[config.mk]
export PLATFORM = sky130hd
export DESIGN_NAME = stc_timer
export DESIGN_NICKNAME = d
export VERILOG_FILES = /design/src/pkg/stc_pkg.sv /design/src/core/stc_prescaler.sv /design/src/core/stc_timer.sv
export SDC_FILE = /design/constraint.sdc
export NUM_CORES = 1
export LEC_CHECK = 0
export BUFFER_PORTS_ARGS = -buffer_cell sky130_fd_sc_hd__buf_2
export CAP_MARGIN = 5
export CORE_ASPECT_RATIO = 1.75
export CORE_MARGIN = 5
export CORE_UTILIZATION = 40
export CTS_CLUSTER_SIZE = 30
export DETAILED_ROUTE_END_ITERATION = 8
export HOLD_SLACK_MARGIN = 0.12
export PLACE_DENSITY = 0.65
export SLEW_MARGIN = 40
export SYNTH_ARGS = -nofsm -noshare
export SYNTH_HDL_FRONTEND = slang
export SYNTH_SLANG_ARGS = --single-unit
[constraint.sdc]
create_clock -name pclk -period 3.65 [get_ports pclk]
set_clock_uncertainty 0.1 [all_clocks]
set_input_delay 0.1825 -clock pclk [delete_from_list [all_inputs] [get_ports pclk]]
set_output_delay 0.1825 -clock pclk [all_outputs]
set_load 0.03 [all_outputs]
[src/pkg/stc_pkg.sv]
package stc_pkg;

    // Register byte offsets
    localparam logic [7:0] STC_OFF_RUN = 8'h00;
    localparam logic [7:0] STC_OFF_CTRL = 8'h04;
    localparam logic [7:0] STC_OFF_MODE = 8'h08;
    localparam logic [7:0] STC_OFF_CLKGEN = 8'h0c;
    localparam logic [7:0] STC_OFF_LIVE = 8'h10;
    localparam logic [7:0] STC_OFF_CMP0 = 8'h14;
    localparam logic [7:0] STC_OFF_CMP1 = 8'h18;
    localparam logic [7:0] STC_OFF_CAP0 = 8'h1c;
    localparam logic [7:0] STC_OFF_CAP1 = 8'h20;
    localparam logic [7:0] STC_OFF_STATUS = 8'h24;

    // Run register fields
    localparam int STC_RUN_CNT_BIT = 0;
    localparam int STC_RUN_PRE_BIT = 2;
    // Control register fields
    localparam int STC_CTRL_SYNC_BIT = 5;
    localparam int STC_CTRL_TRIGGER_START_SELECT_BIT = 6;
    localparam int STC_CTRL_EDGE_BIT = 7;
    localparam int STC_CTRL_DBUF_BIT = 8;
    // Mode register fields
    localparam int STC_MODE_CLK_LSB = 0;
    localparam int STC_MODE_CLE_BIT = 3;
    localparam int STC_MODE_SWCAP_BIT = 4;
    // Clock generator fields
    localparam int STC_CG_DIV_LSB = 0;
    localparam int STC_CG_PERIPHERAL_CLOCK_SOURCE_SELECT_BIT = 4;

    localparam int STC_CNT_W = 16;
    localparam int STC_PRE_W = 13;
    localparam logic [15:0] STC_CNT_ZERO = 16'h0000;
    localparam logic [15:0] STC_CNT_MAX = 16'hffff;
    localparam logic [2:0] STC_CLK_EXT = 3'h0;

    typedef enum logic [1:0]
    {
        STC_IDLE = 2'b00,
        STC_WAIT = 2'b01,
        STC_RUN = 2'b10
    } stc_state_type;

    typedef struct packed
    {
        logic cnt_run;
        logic pre_run;
        logic sync_en;
        logic trig_sel;
        logic trig_edge;
        logic dbuf_en;
        logic clr_match;
        logic [2:0] clk_sel;
        logic [2:0] pre_div;
        logic fp_sel;
    } stc_cfg_type;

endpackage : stc_pkg

[src/core/stc_prescaler.sv]
`timescale 1ns/1ps
module stc_prescaler
    import stc_pkg::*;
#(
    parameter int PRE_W = STC_PRE_W
)
(
    input wire logic pclk,
    input wire logic presetn,
    input wire logic run,
    input wire logic src_tick,
    output logic [PRE_W-1:0] taps
);
    logic [PRE_W-1:0] cnt_ff;
    logic [PRE_W-1:0] nxt_cnt;

    // Stop clears the divider chain
    assign nxt_cnt = !run ? '0 : (src_tick ? cnt_ff + 1'b1 : cnt_ff); // RULE_08

    always_ff @(posedge pclk or negedge presetn)
    begin
        if (!presetn)
            cnt_ff <= '0;
        else
            cnt_ff <= nxt_cnt;
    end

    // Tap i toggles every 2^i source ticks
    assign taps = cnt_ff;

endmodule : stc_prescaler

[src/core/stc_timer.sv]
`timescale 1ns/1ps
////////////////////////////////////////////////////////////////////////////////
// Behaviour
// RULE_01 - Counter is 16-bit binary up-counter
// RULE_02 - Readback read while running latches count
// RULE_03 - Readback register is read-only
// RULE_04 - Two compare registers, reset zero
// RULE_05 - Two read-only capture registers
// RULE_06 - Prescaler input is fperiph divided 1..32
// RULE_07 - Peripheral clock gear or high-speed
// RULE_08 - Prescaler run bit starts, clear stops; code also runs it while sync_en and master_start are both set
// RULE_09 - Count clock from taps or pin
// RULE_10 - Software run starts, stop clears counter
// RULE_11 - Trigger mode waits for pin edge
// RULE_12 - Edge select: 0 rising, 1 falling
// RULE_13 - Trigger mode stop clears counter
// RULE_14 - Slave follows master start and stop
// RULE_15 - Software keeps master sync bit zero
// RULE_16 - Sync mode beats trigger mode
// RULE_17 - Master-slave pairing fixed in hardware
// RULE_18 - Clear-on-match clears at compare 1
// RULE_19 - Overflow raises interrupt request
// RULE_20 - Double buffer loads on compare 1 match
// RULE_21 - Stopped readback keeps last sample
// RULE_22 - Counter wraps to zero at maximum
// RULE_23 - Read-only and reserved writes ignored
module stc_timer
    import stc_pkg::*;
#(
    parameter int CNT_W = STC_CNT_W,
    parameter int GEAR_DIV = 2
)
(
    input wire logic pclk,
    input wire logic presetn,
    input wire logic psel,
    input wire logic penable,
    input wire logic pwrite,
    input wire logic [7:0] paddr,
    input wire logic [31:0] pwdata,
    output logic [31:0] prdata,
    output logic pready,
    output logic pslverr,
    input wire logic hs_clk_tick,
    input wire logic external_count_input,
    input wire logic master_start,
    output logic start_out,
    output logic timer_interrupt_request,
    output logic match0_pulse,
    output logic match1_pulse
);
    ////////////////////////////////////////////////////////////////////////////
    // Registers and wires
    logic cnt_run_ff, pre_run_ff, sync_ff, trigger_start_select_ff, edge_ff, dbuf_ff;
    logic clr_ff;
    logic [2:0] clk_sel_ff, pre_div_ff;
    logic fp_sel_ff;
    logic [CNT_W-1:0] cnt_ff, nxt_cnt;
    logic [CNT_W-1:0] cmp0_ff, cmp1_ff, buf0_ff, buf1_ff;
    logic [CNT_W-1:0] cap0_ff, cap1_ff, live_ff;
    logic [2:0] sts_ff;
    logic [31:0] prdata_ff;
    stc_state_type state_ff, nxt_state;
    logic pin_s1_ff, pin_s2_ff, pin_d_ff;
    logic [7:0] gear_ff;
    logic [STC_PRE_W-1:0] taps, taps_d_ff;
    stc_cfg_type cfg;

    assign cfg = '{cnt_run: cnt_run_ff, pre_run: pre_run_ff, sync_en: sync_ff,
                   trig_sel: trigger_start_select_ff, trig_edge: edge_ff, dbuf_en: dbuf_ff,
                   clr_match: clr_ff, clk_sel: clk_sel_ff, pre_div: pre_div_ff,
                   fp_sel: fp_sel_ff};

    // Tap rising edge: one-cycle tick when tap bit goes 0 to 1
    function automatic logic tap_tick(input logic [STC_PRE_W-1:0] now,
                                      input logic [STC_PRE_W-1:0] was,
                                      input int idx);
        tap_tick = now[idx] && !was[idx];
    endfunction : tap_tick

    ////////////////////////////////////////////////////////////////////////////
    // APB decode
    wire wr_en = psel && penable && pwrite;
    wire rd_en = psel && penable && !pwrite;
    wire hit = (paddr == STC_OFF_RUN) || (paddr == STC_OFF_CTRL) ||
               (paddr == STC_OFF_MODE) || (paddr == STC_OFF_CLKGEN) ||
               (paddr == STC_OFF_LIVE) || (paddr == STC_OFF_CMP0) ||
               (paddr == STC_OFF_CMP1) || (paddr == STC_OFF_CAP0) ||
               (paddr == STC_OFF_CAP1) || (paddr == STC_OFF_STATUS);
    assign pready = 1'b1;
    assign pslverr = psel && penable && !hit;

    ////////////////////////////////////////////////////////////////////////////
    // Pin synchroniser; the second stage and its one-cycle delayed copy feed the edge logic
    always_ff @(posedge pclk or negedge presetn)
    begin
        if (!presetn)
        begin
            pin_s1_ff <= 1'b0;
            pin_s2_ff <= 1'b0;
            pin_d_ff <= 1'b0;
        end
        else
        begin
            pin_s1_ff <= external_count_input;
            pin_s2_ff <= pin_s1_ff;
            pin_d_ff <= pin_s2_ff;
        end
    end
    wire pin_rise = pin_s2_ff && !pin_d_ff;
    wire pin_fall = !pin_s2_ff && pin_d_ff;
    wire trig_edge_hit = cfg.trig_edge ? pin_fall : pin_rise; // RULE_12

    ////////////////////////////////////////////////////////////////////////////
    // Peripheral clock: gear divider tick or high-speed tick
    always_ff @(posedge pclk or negedge presetn)
    begin
        if (!presetn)
            gear_ff <= 8'h00;
        else
            gear_ff <= (gear_ff == 8'(GEAR_DIV - 1)) ? 8'h00 : gear_ff + 8'h01;
    end
    wire gear_tick = (gear_ff == 8'h00);
    wire fperiph_tick = cfg.fp_sel ? hs_clk_tick : gear_tick; // RULE_07

    // Prescaler input fperiph/1..32 taken from the same chain
    logic [5:0] div_cnt_ff;
    always_ff @(posedge pclk or negedge presetn)
    begin
        if (!presetn)
            div_cnt_ff <= 6'h00;
        else if (fperiph_tick)
            div_cnt_ff <= div_cnt_ff + 6'h01;
    end
    wire [5:0] div_mask = 6'((6'h01 << cfg.pre_div) - 6'h01);
    wire phi_t0 = fperiph_tick && ((div_cnt_ff & div_mask) == 6'h00); // RULE_06

    stc_prescaler #(.PRE_W(STC_PRE_W)) u_pre
    (
        .pclk(pclk),
        .presetn(presetn),
        .run(cfg.pre_run || (cfg.sync_en && master_start)), // RULE_08
        .src_tick(phi_t0),
        .taps(taps)
    );

    always_ff @(posedge pclk or negedge presetn)
    begin
        if (!presetn)
            taps_d_ff <= '0;
        else
            taps_d_ff <= taps;
    end

    // Count clock select: pin, or T1,T4,T16,T32,T64,T128,T256
    logic cnt_tick;
    always_comb
    begin
        case (cfg.clk_sel) // RULE_09
            3'h0: cnt_tick = pin_rise;
            3'h1: cnt_tick = tap_tick(taps, taps_d_ff, 0);
            3'h2: cnt_tick = tap_tick(taps, taps_d_ff, 2);
            3'h3: cnt_tick = tap_tick(taps, taps_d_ff, 4);
            3'h4: cnt_tick = tap_tick(taps, taps_d_ff, 5);
            3'h5: cnt_tick = tap_tick(taps, taps_d_ff, 6);
            3'h6: cnt_tick = tap_tick(taps, taps_d_ff, 7);
            default: cnt_tick = tap_tick(taps, taps_d_ff, 8);
        endcase
    end

    ////////////////////////////////////////////////////////////////////////////
    // Start control; sync beats trigger, pairing is by wiring only
    wire run_req = cfg.sync_en ? master_start : cfg.cnt_run; // RULE_14 RULE_16 RULE_17
    wire use_trig = cfg.trig_sel && !cfg.sync_en; // RULE_16
    assign start_out = run_req && (state_ff == STC_RUN);

    always_comb
    begin
        nxt_state = state_ff;
        case (state_ff)
            STC_IDLE:
                if (run_req)
                    nxt_state = use_trig ? STC_WAIT : STC_RUN; // RULE_10 RULE_11
            STC_WAIT:
                if (!run_req)
                    nxt_state = STC_IDLE;
                else if (trig_edge_hit)
                    nxt_state = STC_RUN; // RULE_11
            STC_RUN:
                if (!run_req)
                    nxt_state = STC_IDLE; // RULE_10 RULE_13
            default: nxt_state = STC_IDLE;
        endcase
    end

    wire running = (state_ff == STC_RUN);
    wire m0 = running && (cnt_ff == cmp0_ff);
    wire m1 = running && (cnt_ff == cmp1_ff);
    wire ovf = running && cnt_tick && (cnt_ff == STC_CNT_MAX);
    assign match0_pulse = m0 && cnt_tick;
    assign match1_pulse = m1 && cnt_tick;

    // Counter: clear on stop or match, else wrap-around count
    always_comb
    begin
        if (!running || !run_req)
            nxt_cnt = STC_CNT_ZERO; // RULE_10 RULE_13
        else if (cnt_tick && cfg.clr_match && m1)
            nxt_cnt = STC_CNT_ZERO; // RULE_18
        else if (cnt_tick)
            nxt_cnt = cnt_ff + 1'b1; // RULE_01 RULE_22
        else
            nxt_cnt = cnt_ff;
    end

    always_ff @(posedge pclk or negedge presetn)
    begin
        if (!presetn)
        begin
            state_ff <= STC_IDLE;
            cnt_ff <= STC_CNT_ZERO;
        end
        else
        begin
            state_ff <= nxt_state;
            cnt_ff <= nxt_cnt;
        end
    end

    ////////////////////////////////////////////////////////////////////////////
    // Control registers; reserved bits never stored
    always_ff @(posedge pclk or negedge presetn)
    begin
        if (!presetn)
        begin
            cnt_run_ff <= 1'b0;
            pre_run_ff <= 1'b0;
            sync_ff <= 1'b0;
            trigger_start_select_ff <= 1'b0;
            edge_ff <= 1'b0;
            dbuf_ff <= 1'b0;
            clr_ff <= 1'b0;
            clk_sel_ff <= STC_CLK_EXT;
            pre_div_ff <= 3'h0;
            fp_sel_ff <= 1'b0;
        end
        else if (wr_en)
        begin
            case (paddr) // RULE_23
                STC_OFF_RUN:
                begin
                    cnt_run_ff <= pwdata[STC_RUN_CNT_BIT];
                    pre_run_ff <= pwdata[STC_RUN_PRE_BIT];
                end
                STC_OFF_CTRL:
                begin
                    sync_ff <= pwdata[STC_CTRL_SYNC_BIT];
                    trigger_start_select_ff <= pwdata[STC_CTRL_TRIGGER_START_SELECT_BIT];
                    edge_ff <= pwdata[STC_CTRL_EDGE_BIT];
                    dbuf_ff <= pwdata[STC_CTRL_DBUF_BIT];
                end
                STC_OFF_MODE:
                begin
                    clk_sel_ff <= pwdata[STC_MODE_CLK_LSB +: 3];
                    clr_ff <= pwdata[STC_MODE_CLE_BIT];
                end
                STC_OFF_CLKGEN:
                begin
                    pre_div_ff <= (pwdata[STC_CG_DIV_LSB +: 3] > 3'h5) ? 3'h5 :
                                  pwdata[STC_CG_DIV_LSB +: 3];
                    fp_sel_ff <= pwdata[STC_CG_PERIPHERAL_CLOCK_SOURCE_SELECT_BIT];
                end
                default: ;
            endcase
        end
    end

    // Compare registers with optional double buffer
    wire wr_cmp0 = wr_en && (paddr == STC_OFF_CMP0);
    wire wr_cmp1 = wr_en && (paddr == STC_OFF_CMP1);
    wire buffered = cfg.dbuf_en && running;
    wire load_buf = buffered && match1_pulse;
    always_ff @(posedge pclk or negedge presetn)
    begin
        if (!presetn)
        begin
            cmp0_ff <= '0;
            cmp1_ff <= '0;
            buf0_ff <= '0;
            buf1_ff <= '0;
        end
        else
        begin
            if (wr_cmp0) buf0_ff <= pwdata[CNT_W-1:0];
            if (wr_cmp1) buf1_ff <= pwdata[CNT_W-1:0];
            if (load_buf) // RULE_20
            begin
                cmp0_ff <= wr_cmp0 ? pwdata[CNT_W-1:0] : buf0_ff;
                cmp1_ff <= wr_cmp1 ? pwdata[CNT_W-1:0] : buf1_ff;
            end
            else if (!buffered) // RULE_04 RULE_20
            begin
                if (wr_cmp0) cmp0_ff <= pwdata[CNT_W-1:0];
                if (wr_cmp1) cmp1_ff <= pwdata[CNT_W-1:0];
            end
        end
    end

    // Capture: software capture to 0, compare-1 match to 1
    wire swcap = wr_en && (paddr == STC_OFF_MODE) && !pwdata[STC_MODE_SWCAP_BIT];
    // Latch in the setup cycle, so the word returned is the word kept
    wire rd_live = psel && !penable && !pwrite && (paddr == STC_OFF_LIVE);
    always_ff @(posedge pclk or negedge presetn)
    begin
        if (!presetn)
        begin
            cap0_ff <= '0;
            cap1_ff <= '0;
            live_ff <= '0;
            sts_ff <= 3'h0;
        end
        else
        begin
            if (swcap) cap0_ff <= cnt_ff; // RULE_05
            if (match1_pulse) cap1_ff <= cnt_ff; // RULE_05
            if (running && rd_live)
                live_ff <= cnt_ff; // RULE_02 RULE_21
            // Status: set wins over read clear
            sts_ff <= ((rd_en && paddr == STC_OFF_STATUS) ? 3'h0 : sts_ff) |
                      {ovf, match1_pulse, match0_pulse}; // RULE_19
        end
    end
    assign timer_interrupt_request = |sts_ff; // RULE_19

    ////////////////////////////////////////////////////////////////////////////
    // Read mux, registered at setup so data is valid in access phase
    logic [31:0] rd_mux;
    always_comb
    begin
        case (paddr)
            STC_OFF_RUN: rd_mux = 32'({cfg.pre_run, 1'b0, cfg.cnt_run});
            STC_OFF_CTRL: rd_mux = 32'({cfg.dbuf_en, cfg.trig_edge, cfg.trig_sel,
                                        cfg.sync_en, 5'h00});
            STC_OFF_MODE: rd_mux = 32'({1'b1, cfg.clr_match, cfg.clk_sel});
            STC_OFF_CLKGEN: rd_mux = 32'({cfg.fp_sel, 1'b0, cfg.pre_div});
            STC_OFF_LIVE: rd_mux = 32'(running ? cnt_ff : live_ff); // RULE_02 RULE_03
            STC_OFF_CMP0: rd_mux = 32'(cmp0_ff);
            STC_OFF_CMP1: rd_mux = 32'(cmp1_ff);
            STC_OFF_CAP0: rd_mux = 32'(cap0_ff);
            STC_OFF_CAP1: rd_mux = 32'(cap1_ff);
            STC_OFF_STATUS: rd_mux = 32'(sts_ff);
            default: rd_mux = 32'h0000_0000;
        endcase
    end
    always_ff @(posedge pclk or negedge presetn)
    begin
        if (!presetn)
            prdata_ff <= 32'h0000_0000;
        else if (psel && !penable)
            prdata_ff <= rd_mux;
    end
    assign prdata = prdata_ff;
endmodule : stc_timer

# Word level (Yosys, flattened, before mapping)
# Index checks and enable logic that the tools add are counted.
totals:
  register_bits: 218
  out_inout_bits: 38
  wordCells: 170
classes:
  addsub: 5
  order_cmp: 1
  eq_ne: 26
  shift: 1
  muxes: 28
  bitwise_logic: 2
  n_reduce_logical: 79
op_table:
  columns: ["op", "count"]
  rows:
  - ["$mux 16", 12]
  - ["$pmux 16 s10", 1]
  - ["$logic_and 1x1->1", 36]
  - ["$eq 16x16->1", 2]
  - ["$eq 8x5->1 const B", 4]
  - ["$mux 13", 2]
  - ["$add 16x1->16 const B", 1]
  - ["$eq 16x16->1 const B", 1]
  - ["$eq 8x4->1 const B", 2]
  - ["$eq 8x6->1 const B", 2]
  - ["$logic_not 1->1", 16]
  - ["$logic_not 8->1", 2]
  - ["$add 13x1->13 const B", 1]
  - ["$reduce_and 2->1", 6]
  - ["$logic_or 1x1->1", 11]
  - ["$mux 2", 5]
  - ["$eq 3x3->1 const B", 3]
  - ["$add 8x1->8 const B", 1]
  - ["$eq 8x1->1 const B", 1]
  - ["$eq 8x3->1 const B", 1]
  - ["$mux 8", 1]
  - ["$pmux 1 s7", 1]
  - ["$add 6x1->6 const B", 1]
  - ["$and 6x6->6", 1]
  - ["21 further kinds", 28]

# Longest topological paths before layout
depth:
  ltp_word: 12
  mapped_depth: 10
  mapped_depth_nobuf: 8

# By module
# Synthesis repeated with hierarchy kept, for this count alone.
unflattened:
  cells_unflattened: 955
  hier_area_um2: 10037.1
modules_own_cells:
  columns: ["mod", "instances", "cells_each", "area_per_inst_um2", "seq_area_each_um2"]
  rows:
  - ["stc_timer", 1, 886, 9355.2, 4679.5]
  - ["stc_prescaler", 1, 69, 681.9, 325.3]

# Worst setup path after synthesis
# No wires, ideal clock.
synth_timing:
  path_type: "register to register"
  start: "register cnt_ff[1]"
  end: "register cmp1_ff[10]"
  t_arrival_ns: 2.524
  required_time_ns: 3.430
  path_slack_ns: 0.906
  stages_incl_launch_ff: 10
  n_path_buf: 3
  cell_sequence: "dfrtp_1 clkbuf_1 xnor2_1 nand4_1 or4_1 nor3_1 buf_2 nand3_1 buf_2 o211a_1"
synth_via:
  elab_chain_len: 6
  word_cells_on_any_way: 8
synth_rtl:
  columns: ["element", "line_no", "rtl"]
  rows:
  - ["from (decl)", "stc_timer.sv:58", "logic [CNT_W-1:0] cnt_ff, nxt_cnt;"]
  - ["from (signal assigned)", "stc_timer.sv:226", "cnt_ff <= nxt_cnt;"]
  - ["$eq 16x16->1 (*)", "stc_timer.sv:198", "wire m1 = running && (cnt_ff == cmp1_ff);"]
  - ["$logic_and 1x1->1 (*)", "stc_timer.sv:198", null]
  - ["$logic_and 1x1->1 (*)", "stc_timer.sv:201", "assign match1_pulse = m1 && cnt_tick;"]
  - ["net match1_pulse", "stc_timer.sv:50", "output logic match1_pulse"]
  - ["$logic_and 1x1->1 (*)", "stc_timer.sv:282", "wire load_buf = buffered && match1_pulse;"]
  - ["$ne 2x1->1 (no line) / $reduce_bool 2->1 (equally long branches)", null, null]
  - ["$reduce_and 2->1 (no line)", null, null]
  - ["to (signal assigned)", "stc_timer.sv:299", "cmp1_ff <= wr_cmp1 ? pwdata[CNT_W-1:0] : buf1_ff;"]
  - ["to (signal assigned)", "stc_timer.sv:304", "if (wr_cmp1) cmp1_ff <= pwdata[CNT_W-1:0];"]
  - ["to (decl)", "stc_timer.sv:59", "logic [CNT_W-1:0] cmp0_ff, cmp1_ff, buf0_ff, buf1_ff;"]
# The timed path passes the listed nets; every way through them passes the cells marked *.
# A chain may end at the register's enable or synchronous reset.

# Final worst setup path
layout_timing:
  start: "register cnt_ff[2]"
  end: "output port match1_pulse"
layout_via:
  elab_chain_len: 3
layout_rtl:
  columns: ["element", "line_no"]
  rows:
  - ["$eq 16x16->1", "stc_timer.sv:198"]
  - ["$logic_and 1x1->1", "stc_timer.sv:198"]
  - ["$logic_and 1x1->1", "stc_timer.sv:201"]
  - ["to (decl)", "stc_timer.sv:50"]
# No other way between the ends.

==> results.ini <==
[setup_path]
worstPathRequired_ns = 3.37
arrival_ns = 2.84
crit_type = flip-flop to primary output
endpoint_kind = primary output
crit_fanout = 10
cp-start-kind = flip-flop

[finish]
antenna_cells_inserted = 0
drive_above_1_share = 0.253
synthToLayoutAreaGrowth_pct = 15.1
fin_nets = 997
design_area_um2 = 11200
fillCellCount = 2246

[synthesis]
yosys_most_used_dff = dfrtp_1
synth_top_family_by_area = compound AO/OA/AOI/OAI gates
synth_top_area_cell = dfrtp_1
syn_area_um2 = 9740
synth-compound-area-share = 0.143
synth-simple-area-share = 0.127
synth_warnings = 0
synth-xor-area-share = 0.0539
synth-async-reset-ratio = 1.00
synthMuxAreaShare = 0.126
syn_inst = 873
synth_top_area_share = 0.503
ys_top_cells_by_area = dfrtp_1, mux2_2, nand2_1, xnor2_1, xor2_1
ys_seq_elements = 196
synth_fa_ha_area_frac = 0.00771
synth.distinct_cells = 67
yosysSeqAreaShare = 0.503
synth_edf_count = 0
syn_avg_cell_area_um2 = 11.2

[place]
gp_congestion = 0.916
dp_hpwl_um = 18600
port_buffers = 52
dpl_cell_area_um2 = 10400

[detailed_routing]
firstDrtPassIters = 4
drc = 0
met3_length_um = 932
ant_nets = 0
wl_um = 25800
viasPerCell = 5.66
drt-met1-wl_um = 9870
top_layer_used = met4
post_drt_wl_per_cell_um = 20.4
first_iter_violations = 451
route.vias.total = 7148
wl_met2_um = 13800

[global_route]
grt_overflow = 0
grt_use_total = 0.193
grt_max_degree = 107
antenna_found_initial = 0
grt_pass1_vias = 7405
grt_first_pass_wirelength_um = 41300

[clocking]
cts_buffer_depth = 2
postCtsSetupRepairBufs = 0
tritoncts = yes
cts_hold_buf = 22
postCtsResizedCells = 0
cts_root_buf = clkbuf_16
path_clk_slew_ns = 0.08
cts_made_buffers = 17
insertion_delay_ns = 0.45
cts_sinks = 196
h-tree-depth = 4

[sta]
setup_viol = 0
finalHoldViolCount = 0
min_period_over_period = 0.855
min_period_ns = 3.12
finalMaxSlewViolations = 0
setup_tns_ns = 0
worst_pin_slew_ns = 0.875
relSlewSlack = 0.417
rsz0062_at_grt = false
max_freq_ghz = 0.321

[floorplanning]
ios = 86
initial_utilization = 0.406
row_count = 75
die_h_um = 216
die_area_um2 = 27700
core-area_um2 = 24000
die_w_um = 128

[pwr]
peakVddDrop_mv = 0.286
powerDensity_nw_per_um2 = 403
p_leak_nw = 5.28

[run_status]
status = completed

[worst_hold_path]
hp-class = input port to flip-flop

[job]
maxCapViolCount = 0

## layout by cell type (no fill, tap or decap), types with 19 or more instances in the layout
master,instances
dlygate4sd3_1,22
o221a_2,20
buf_2,51
a21oi_1,31
xor2_1,28
nor2_1,32
o21bai_1,23
mux2_2,90
xnor2_1,32
buf_4,34
or3_1,23
mux2i_1,19
dfrtp_1,196
o21ai_0,28
nand2_1,82
## per-layer routing
layer	GRT usage	up-vias
li1	-	3287
met1	0.218	3626
met2	0.342	173
met3	0.0330	62
met4	0.106	0
met5	0	-
## final cells by class
type,count,area (um2),share of cell area
inverters,5,18.8,0.00167
repair buffers,109,776,0.0692
multi-input cells,614,4540,0.405
clock buffers,21,450,0.0402
flip-flops and latches,196,4900,0.437
clock inverters,11,140,0.0125
well taps,308,385,0.0344
## power by group
part / internal (mW) / switching, mW / leakage, nW
sequential: 2.23 / 0.0696 / 2.70
combinational: 0.121 / 0.186 / 2.29
clock: 1.05 / 0.867 / 0.286
total: 3.39 / 1.12 / 5.28
## cells by family (layout without fill, tap and decap cells)
| kind of cell | Yosys count | count (layout) |
|---|---|---|
| adders and majority gates | 6 | 6 |
| buffers and inverters | 78 | 146 |
| and+or+nand+nor | 240 | 240 |
| muxes | 110 | 110 |
| DFF | 196 | 196 |
| other | 2 | 17 |
| AOI/OAI and AO/OA | 181 | 181 |
| xor gates and xnor gates | 60 | 60 |
## path summary, 6_finish.rpt
check	slack, ns	cells past startpoint	start	to
max in group asynchronous	2.51	3	presetn	live_ff[5]
setup reg to reg	0.67	7	cnt_ff[2]	cmp0_ff[9]
min in group asynchronous	0.20	2	presetn	cmp0_ff[14]
setup / recovery	0.53	6	cnt_ff[2]	match1_pulse
hold reg to reg	0.25	0	pin_s1_ff	pin_s2_ff
hold / removal	0.16	4	paddr[5]	sts_ff[1]
## stage by stage
| step | setup WS [ns] | cells | hold slack (ns) | power, mW | util |
|---|---|---|---|---|---|
| finish | 0.530 | 1264 | 0.156 | 4.52 | 0.467 |
| global route | 0.369 | 1264 | 0.200 | 4.68 | 0.467 |
| CTS | 0.533 | 1264 | 0.136 | 4.55 | 0.467 |
| detailed placement | 0.719 | 1210 | 0.105 | 2.63 | 0.433 |
| global placement | 0.771 | 1210 | 0.190 | 2.62 | 0.433 |
| floorplan | 0.906 | 888 | -0.213 | 2.49 | - |
## cell usage after synthesis, types with 7 or more instances
master and instances:
nor3_1 11, o221a_2 20, o21bai_1 23, nand3_1 18
or3_1 23, o21ai_0 29, xnor2_1 32, o211a_1 13
xor2_1 28, nand2_1 82, dfrtp_1 196, clkbuf_1 36
nand2b_1 12, mux2_2 90, buf_4 17, a21oi_1 31
mux2i_1 19, nor2_1 32, a22oi_1 11, and3_1 8
nand4_1 13, a21o_1 7, buf_2 16
## sequential cells by signal (all words and copies together) (netlist names), 2 cells and up
name,flops
cnt_ff,16
gear_ff,8
prdata,16
pre_div_ff,3
u_pre.taps,9
clk_sel_ff,3
div_cnt_ff,6
sts_ff,3
buf1_ff,16
taps_d_ff,7
cap0_ff,16
cap1_ff,16
buf0_ff,16
state_ff,2
live_ff,16
cmp0_ff,16
cmp1_ff,16
## worst max-delay path, cell delays in order, from the launching register on
cell and delay, ns:
dfrtp_1 0.54, xnor2_1 0.26, nand4_1 0.16, or4_1 0.59, nor3_1 0.33, buf_4 0.27
buf_2 0.22
Power figures use the tool's default switching activity.
